===== src/fdp_cfg.svh =====
// Constants for the flash and debug protection controller.
`ifndef FDP_CFG_SVH
`define FDP_CFG_SVH

`define FDP_ROWS 16
`define FDP_ROW_W 4
`define FDP_MASK_RST 16'h0000
`define FDP_MODE_RST 2'h0
`define FDP_DBG_EN_RST 1'h1
`define FDP_SECURE_RST 1'h0

`endif


===== src/fdp_pkg.sv =====
// Types for the flash and debug protection controller.
package fdp_pkg;
	typedef enum logic [1:0] {
		FDP_OPEN = 2'h0,
		FDP_PROT = 2'h1,
		FDP_KILL = 2'h2
	} fdp_mode_t;

	typedef enum logic [1:0] {
		FDP_OP_READ = 2'h0,
		FDP_OP_WRITE = 2'h1,
		FDP_OP_ERASE = 2'h2,
		FDP_OP_CORE = 2'h3
	} fdp_op_t;
endpackage


===== src/fdp_ctrl.sv =====
// Flash protection mode machine, row protection, debug gate and device security lock.
//
// Notes on behaviour
// - Debug enabled out of reset; only firmware may turn it off.
// - Debug re-enable needs full erase, protection cleared, then firmware enable, in order.
// - Maximum security permanently blocks programming, debug and test interfaces.
// - Protection starts open; open imposes no access restriction.
// - Open to protected accepted; protected refuses debug interface accesses.
// - Protected to open only after whole flash erased; earlier requests denied.
// - Open to kill accepted; kill refuses every debug access.
// - In kill, external erase requests are rejected.
// - Kill is terminal across commands, erases and resets.
// - Per-row protection blocks writes and separately blocks reads.
// - Internal system-call flash operations are serviced in every mode once the stored state is loaded.
// - Serial wire debug carries all programming and debug, gated by protection.
`timescale 1ns/1ps
`include "fdp_cfg.svh"
module fdp_ctrl
	import fdp_pkg::*;
(
	// Clock, reset and enable.
	input wire logic clk_sys,
	input wire logic sys_rst,
	input wire logic clk_en,
	// Persisted state presented by nonvolatile storage, caught after reset release.
	input wire logic [1:0] nv_mode,
	input wire logic nv_debug_dis,
	input wire logic nv_secure,
	// Firmware controls.
	input wire logic fw_debug_off,
	input wire logic fw_debug_on,
	input wire logic fw_secure_set,
	input wire logic fw_row_we,
	input wire logic [`FDP_ROW_W-1:0] fw_row_idx,
	input wire logic fw_row_wp,
	input wire logic fw_row_rp,
	// Protection mode change request from firmware or probe.
	input wire logic mode_req,
	input wire logic [1:0] mode_req_target,
	// Whole-flash erase from the probe, and completion from the flash.
	input wire logic ext_erase_req,
	input wire logic erase_done,
	// Serial wire debug access request.
	input wire logic dbg_req,
	input wire logic [1:0] dbg_op,
	input wire logic [`FDP_ROW_W-1:0] dbg_row,
	// Internal system-call access request.
	input wire logic sys_req,
	// Status and answers.
	output fdp_pkg::fdp_mode_t mode_q,
	output logic debug_en_q,
	output logic secure_q,
	output logic swd_port_en_q,
	output logic test_port_en_q,
	output logic [`FDP_ROWS-1:0] row_wp_q,
	output logic [`FDP_ROWS-1:0] row_rp_q,
	output logic mode_rej_q,
	output logic erase_start_q,
	output logic erase_rej_q,
	output logic dbg_grant_q,
	output logic dbg_deny_q,
	output logic sys_grant_q
);
	import fdp_pkg::*;

	function automatic logic row_bit(input logic [`FDP_ROWS-1:0] mask, input logic [`FDP_ROW_W-1:0] row);
		row_bit = mask[row];
	endfunction

	// =====================================================================
	// State
	// =====================================================================
	fdp_mode_t mode_d;
	logic debug_en_d;
	logic secure_d;
	logic swd_port_en_d;
	logic test_port_en_d;
	logic [`FDP_ROWS-1:0] row_wp_d;
	logic [`FDP_ROWS-1:0] row_rp_d;
	logic mode_rej_d;
	logic erase_start_d;
	logic erase_rej_d;
	logic dbg_grant_d;
	logic dbg_deny_d;
	logic sys_grant_d;
	logic loaded_q;
	logic loaded_d;
	logic erase_busy_q;
	logic erase_busy_d;
	// Set by a whole erase finished while protected; allows the return to open.
	logic erased_q;
	logic erased_d;
	// Re-enable sequence progress while debug is off.
	logic reen_erased_q;
	logic reen_erased_d;
	logic reen_ready;
	logic dbg_ok;

	// =====================================================================
	// Next-state logic
	// =====================================================================
	always_comb begin
		mode_d = mode_q;
		debug_en_d = debug_en_q;
		secure_d = secure_q;
		row_wp_d = row_wp_q;
		row_rp_d = row_rp_q;
		loaded_d = 1'h1;
		erase_busy_d = erase_busy_q;
		erased_d = erased_q;
		reen_erased_d = reen_erased_q;
		mode_rej_d = 1'h0;
		erase_start_d = 1'h0;
		erase_rej_d = 1'h0;
		dbg_grant_d = 1'h0;
		dbg_deny_d = 1'h0;
		sys_grant_d = 1'h0;
		reen_ready = 1'h0;
		dbg_ok = 1'h0;
		if (!loaded_q) begin
			// Persisted state is taken on the first enabled edge after reset, so kill survives reset.
			if (nv_mode == FDP_KILL) begin
				mode_d = FDP_KILL;
			end else if (nv_mode == FDP_PROT) begin
				mode_d = FDP_PROT;
			end else begin
				mode_d = FDP_OPEN;
			end
			debug_en_d = !nv_debug_dis;
			secure_d = nv_secure;
		end else begin
			if (fw_secure_set) begin
				secure_d = 1'h1;
			end
			if (fw_row_we) begin
				row_wp_d[fw_row_idx] = fw_row_wp;
				row_rp_d[fw_row_idx] = fw_row_rp;
			end
			// Re-enable path: erase, then open mode with rows cleared, then firmware enable.
			reen_ready = reen_erased_q && (mode_q == FDP_OPEN) && (row_wp_q == `FDP_MASK_RST)
				&& (row_rp_q == `FDP_MASK_RST);
			if (fw_debug_off) begin
				debug_en_d = 1'h0;
				reen_erased_d = 1'h0;
			end else if (fw_debug_on && !debug_en_q && reen_ready) begin
				debug_en_d = 1'h1;
				reen_erased_d = 1'h0;
			end
			// Mode transitions: only the listed ones, anything else is refused.
			if (mode_req) begin
				if (mode_q == FDP_OPEN && mode_req_target == FDP_PROT) begin
					mode_d = FDP_PROT;
					erased_d = 1'h0;
				end else if (mode_q == FDP_OPEN && mode_req_target == FDP_KILL) begin
					mode_d = FDP_KILL;
				end else if (mode_q == FDP_PROT && mode_req_target == FDP_OPEN && erased_q) begin
					mode_d = FDP_OPEN;
					erased_d = 1'h0;
				end else begin
					mode_rej_d = 1'h1;
				end
			end
			// External whole erase: never in kill or under the security lock.
			if (ext_erase_req) begin
				if (mode_q == FDP_KILL || secure_q || erase_busy_q) begin
					erase_rej_d = 1'h1;
				end else begin
					erase_start_d = 1'h1;
					erase_busy_d = 1'h1;
				end
			end
			if (erase_done && erase_busy_q) begin
				erase_busy_d = 1'h0;
				row_wp_d = `FDP_MASK_RST;
				row_rp_d = `FDP_MASK_RST;
				if (mode_q == FDP_PROT) begin
					erased_d = 1'h1;
				end
				// An erase that lands with a repeated switch-off still counts, so the set wins.
				if (!debug_en_q) begin
					reen_erased_d = 1'h1;
				end
			end
			// Probe accesses pass only in open mode with debug on and no lock.
			dbg_ok = debug_en_q && !secure_q && (mode_q == FDP_OPEN) && !erase_busy_q;
			if (dbg_req) begin
				if (!dbg_ok) begin
					dbg_deny_d = 1'h1;
				end else if (dbg_op == FDP_OP_READ && row_bit(row_rp_q, dbg_row)) begin
					dbg_deny_d = 1'h1;
				end else if ((dbg_op == FDP_OP_WRITE || dbg_op == FDP_OP_ERASE) && row_bit(row_wp_q, dbg_row)) begin
					dbg_deny_d = 1'h1;
				end else begin
					dbg_grant_d = 1'h1;
				end
			end
			if (sys_req) begin
				sys_grant_d = 1'h1;
			end
		end
		swd_port_en_d = loaded_d && !secure_d;
		test_port_en_d = loaded_d && !secure_d;
	end

	// =====================================================================
	// Registers
	// =====================================================================
	always_ff @(posedge clk_sys or posedge sys_rst) begin
		if (sys_rst) begin
			mode_q <= FDP_OPEN;
			debug_en_q <= `FDP_DBG_EN_RST;
			secure_q <= `FDP_SECURE_RST;
			swd_port_en_q <= 1'h0;
			test_port_en_q <= 1'h0;
			row_wp_q <= `FDP_MASK_RST;
			row_rp_q <= `FDP_MASK_RST;
			mode_rej_q <= 1'h0;
			erase_start_q <= 1'h0;
			erase_rej_q <= 1'h0;
			dbg_grant_q <= 1'h0;
			dbg_deny_q <= 1'h0;
			sys_grant_q <= 1'h0;
			loaded_q <= 1'h0;
			erase_busy_q <= 1'h0;
			erased_q <= 1'h0;
			reen_erased_q <= 1'h0;
		end else if (clk_en) begin
			mode_q <= mode_d;
			debug_en_q <= debug_en_d;
			secure_q <= secure_d;
			swd_port_en_q <= swd_port_en_d;
			test_port_en_q <= test_port_en_d;
			row_wp_q <= row_wp_d;
			row_rp_q <= row_rp_d;
			mode_rej_q <= mode_rej_d;
			erase_start_q <= erase_start_d;
			erase_rej_q <= erase_rej_d;
			dbg_grant_q <= dbg_grant_d;
			dbg_deny_q <= dbg_deny_d;
			sys_grant_q <= sys_grant_d;
			loaded_q <= loaded_d;
			erase_busy_q <= erase_busy_d;
			erased_q <= erased_d;
			reen_erased_q <= reen_erased_d;
		end
	end
endmodule


===== config.mk =====
export PLATFORM = sky130hd
export DESIGN_NAME = fdp_ctrl
export DESIGN_NICKNAME = d
export VERILOG_FILES = /design/src/fdp_pkg.sv /design/src/fdp_ctrl.sv
export VERILOG_INCLUDE_DIRS = /design/src
export SDC_FILE = /design/constraint.sdc
export NUM_CORES = 1
export LEC_CHECK = 0
export BUFFER_PORTS_ARGS = -buffer_cell sky130_fd_sc_hd__buf_2
export CORE_MARGIN = 2
export CORE_UTILIZATION = 52
export CTS_BUF_LIST = sky130_fd_sc_hd__clkbuf_16
export DETAILED_ROUTE_END_ITERATION = 12
export PLACE_DENSITY = 0.83
export SYNTH_ARGS = -nofsm -noshare
export SYNTH_HDL_FRONTEND = slang
export SYNTH_SLANG_ARGS = --single-unit

===== constraint.sdc =====
create_clock -name clk_sys -period 1.8 [get_ports clk_sys]
set_input_delay 0.27 -clock clk_sys [delete_from_list [all_inputs] [get_ports clk_sys]]
set_output_delay 0.27 -clock clk_sys [all_outputs]
set_load 0.01 [all_outputs]

# == Yosys cells after proc, flatten, opt, wreduce, memory -nomap -nowiden ==
# Index checks and enable logic that the tools add are counted.
# op_classes
order_cmp,3
n_eq_ne,12
muxes,60
n_reduce_logical,36
# ops
cell,count
two-way mux 16 bit,4
two-way mux 1 bit,45
bitwise mux 16 bit,2
logical NOT 16 bit,2
logical AND 1 bit,16
two-way mux 2 bit,6
< comparator 4 x 5 -> 1 bit (second input constant),2
binary-select mux 1 bit (select 4 bit),2
== test 2 x 1 -> 1 bit (second input constant),4
== test 2 bit (second input constant),4
logical NOT 2 bit,3
AND reduction 3 bit,2
logical NOT 1 bit,5
demux 1 bit (select 4 bit),1
greater-or-equal comparator 4 x 1 -> 1 bit (second input constant),1
inequality test 4 x 1 -> 1 bit (second input constant),1
AND reduction 2 bit,2
AND reduction 4 bit,1
nonzero test 2 bit,2
logical OR 1 bit,3
inequality test 3 x 2 -> 1 bit (second input constant),1
inequality test 2 x 1 -> 1 bit (second input constant),1
inequality test 2 bit (second input constant),1
# totals
reg_bits,47
output_inout_bits,44
wordCells,127

# == Logic depth before layout (Yosys ltp) ==
# logic_depth
ltp_word,9
ltp_mapped,7
depth_no_buf,7

# == Least setup slack after synthesis ==
# Ideal clock, no wire load.
# synth_timing
path_type,register -> register
from,register row_wp_q[3]
to,register dbg_deny_q
setup_time_ns,0.138
t_arrival_ns,1.415
t_required_ns,1.662
setup_slack_ns,0.247
stages_incl_launch_ff,6
path_buffers,0
synth_period_minus_slack_ns,1.553
path_cell_list,dfrtp_1 > mux4_2 > nor2_1 > nor4bb_2 > o311ai_1 > o211ai_1
# synth_between
elab_chain_len,8
# synth_lines
element,line_no,text
"start, declared",fdp_ctrl.sv:55,"output logic [`FDP_ROWS-1:0] row_wp_q,"
"start signal, assigned",fdp_ctrl.sv:215,row_wp_q <= `FDP_MASK_RST;
"start signal, assigned",fdp_ctrl.sv:233,row_wp_q <= row_wp_d;
binary-select mux 1 bit (select 4 bit),fdp_ctrl.sv:67,row_bit = mask[row];
two-way mux 1 bit (not written as such),fdp_ctrl.sv:67,
logical AND 1 bit,fdp_ctrl.sv:191,"end else if ((dbg_op == FDP_OP_WRITE || dbg_op == FDP_OP_ERASE) && row_bit(row_wp_q, dbg_row)) begin"
two-way mux 1 bit,fdp_ctrl.sv:191,
two-way mux 1 bit,fdp_ctrl.sv:189,"end else if (dbg_op == FDP_OP_READ && row_bit(row_rp_q, dbg_row)) begin"
two-way mux 1 bit,fdp_ctrl.sv:187,if (!dbg_ok) begin
two-way mux 1 bit,fdp_ctrl.sv:186,if (dbg_req) begin
two-way mux 1 bit,fdp_ctrl.sv:120,if (!loaded_q) begin
"end signal, assigned",fdp_ctrl.sv:239,dbg_deny_q <= dbg_deny_d;
"end, declared",fdp_ctrl.sv:61,"output logic dbg_deny_q,"
# Every way passes these cells. The select of a mux whose other input is x is not followed.
# A chain may end at the register's enable or synchronous reset.

# == Worst setup path in the final report ==
# layout_timing
from,register row_wp_q[2]
to,register dbg_deny_q
# The elaborated chain is that of the path after synthesis.

==> impl_results.md <==
- Worst Setup End Kind: flip-flop
- Core ar.: 4723 um2
- Root buffer cell: clkbuf_16
- Final hold violation count: 0
- Global-route wire length before repair: 11870 um
- Antenna Cells: 0
- Synthesized flop and latch total: 47
- Post-CTS setup buffers: 0
- Type of origin of the critical path: flip-flop
- Final WL: 7293 um
- Period utilization: 0.9231
- Cells after Synth: 267
- Post-Route M1 WL: 3198 um
- Area Overhead vs Synth: 23.84%
- Synth Area per Inst: 9.555 um2
- DRT iter0 DRCs: 399
- DR vias: 2475
- CP endpoint: dbg_deny_q$_DFFE_PP0P_
- Layout cells sized above 1: 0.2812
- CP Depth: 5
- Worst R2R Setup Slack: 140 ps
- Slowest-stage cell, CP: mux4_2
- Slew headroom: 0.5701
- Reg2Reg Depth: 5
- Vias per cell: 6.007
- Final setup violation count: 0
- Cts repair resizes: 0
- Wire per inst: 17.70 um
- Remaining antenna violation count after routing: 0
- Reg2Reg Launch Point: row_wp_q[2]$_DFFE_PP0P_
- Async S/R FF share, synth: 1.000
- Crit path kind: flip-flop to flip-flop
- Vias in the first global route: 2320
- Worst-path clk slew: 70 ps
- Metal3 WL: 563 um
- Slew Limit Fails: 0
- Biggest regs: row_rp_q x16, row_wp_q x16, mode_q x2
- Crit-path max cell delay: 480 ps
- Clock skew after layout: 8.278 ps
- Chip width: 74.05 um
- Final RePlAce weighted congestion: 0.9184
- Top cells by area, synth: dfrtp_1 45%, a22o_1 10%, mux2i_1 6.3%
- # rows: 25
- VDD IR max: 0.0005178 V
- GRT Resource Usage Total: 0.2869
- Largest net degree at the start of global routing: 25
- Nets: 375
- TritonCTS clock tree: built
- Die footprint: 5483 um2
- Top layer in use: met4
- Post-route minimum period: 1662 ps
- WP data required: 1960 ps
- Max cap viols: 0
- Cell area after layout: 3159 um2
- Fmax: 601.8 MHz
- Bufs and invs on worst path: 0
- Setup_tns: 0 ps
- Start point of the critical path: row_wp_q[2]$_DFFE_PP0P_
- Yosys cell types: 47
- Synth cell count leaders: 46 x dfrtp_1, 35 x nand2_1, 29 x a22o_1, 21 x o21ai_0
- Delay-heaviest family, CP: multiplexers
- Crit-path max FO: 4
- Post-synthesis sequential area ratio: 0.4615
- Drt drc: 0
- Top cell type's share of synthesized area: 0.4512
- Die H: 74.05 um
- Io pins: 74
- Initial Utilization: 0.5401
- Hpwl dp: 5527 um
- CTS sink count: 47
- Grt ovf: 0
- Antenna violations before repair: 0
- Worst-path cell chain: mux4_2 -> nor2_1 -> nor4bb_2 -> o311ai_1 -> o211ai_1
- Area leader, netlist: dfrtp_1
- Crit path DAT: 1820 ps
- Worst hold path class: input pin to asynchronous set/reset pin
- Status: finished clean
- PD cells: 1027 nW/um2
- Net count after synthesis: 298
- Worst R2R End: dbg_deny_q$_DFFE_PP0P_
- Post-synth top flop: dfrtp_1
- RSZ-0062 raised after global routing: false
- CTS Buffer Depth: 2
- Hold buffer count at CTS: 0
- Synthesis Warnings: 0
- Total clock buffers created by CTS: 5
- H-tree Lvls: 2
- Met2 wire length: 3322 um
- Worst Max-Slew Pin Slew: 643.5 ps
- Mapped Area: 2551 um2
- TritonRoute pass-1 iters: 5
- Post-DP Area: 3018 um2
- Buffers on Ports: 73
- Post-synth EDFFs: 0
- Clock Latency Late Sink: 290 ps
- Count leader, synth: dfrtp_1
- Leak pwr: 1.560 nW
-- cell families after synthesis --
group | after synthesis | share of synthesized area
AND/OR/NAND/NOR | 98 | 0.1952
AO/OA/AOI/OAI | 82 | 0.2246
flip-flops | 47 | 0.4615
buffers and inverters | 21 | 0.03776
multiplexers | 18 | 0.07602
adder cells (fa/ha/maj) | 1 | 0.004904
-- worst min-delay path by stage --
stage | endpoint | slack [ps] | cells after the start
detailed placement | row_wp_q[7]$_DFFE_PP0P_ | 340 | 2
global placement | row_wp_q[7]$_DFFE_PP0P_ | 340 | 2
finish | row_wp_q[6]$_DFFE_PP0P_ | 20 | 2
global route | row_wp_q[6]$_DFFE_PP0P_ | 70 | 2
floorplan | loaded_q$_DFFE_PP0P_ | 380 | 1
CTS | row_wp_q[6]$_DFFE_PP0P_ | 30 | 2
-- metal layers --
layer / vias up / global-route usage
li1: 1152 / -
met1: 1184 / 0.4135
met2: 119 / 0.4196
met3: 20 / 0.05420
met4: 0 / 0.1333
met5: - / 0
-- cell type report --
type	count	area, um2
Fill cell	383	1564
Clock buffer	5	125.1
Inverter	9	33.78
Tap cell	67	83.83
Clock inverter	3	16.27
Multi-Input combinational cell	199	1277
Timing Repair Buffer	82	445.4
Sequential cell	47	1177
-- report_power, final --
group          leakage [nW]  switching (mW)  internal, mW
Combinational         0.887           0.450         0.408
Clock                0.0710           0.390         0.507
Sequential            0.602           0.249          1.24
Total                  1.56            1.09          2.16
-- worst reg2reg max path, stage by stage (launching register included) --
cell      delay, ps
dfrtp_1         430
mux4_2          480
nor2_1          140
nor4bb_2         70
o311ai_1        290
o211ai_1        130
-- layout by cell type, fill, tap and decap left out, types with 8 or more instances in the layout --
cell / n
a21oi_1: 10
a22o_1: 29
buf_2: 73
buf_4: 8
dfrtp_1: 46
inv_1: 9
mux2i_1: 16
nand2_1: 35
nor2_1: 16
o21ai_0: 21
-- through the flow --
stage	setup slack (ps)	util	std cells	power [mW]	hold slack, ps
floorplan	247.4	-	267	1.942	382.1
global placement	146.7	0.6389	404	2.326	339.8
detailed placement	32.11	0.6389	404	2.345	342.2
CTS	140.2	0.6689	412	3.233	30.85
global route	31.53	0.6689	412	3.392	65.37
finish	138.4	0.6689	412	3.245	17.67
No activity file was read; power rests on OpenSTA's default activity.
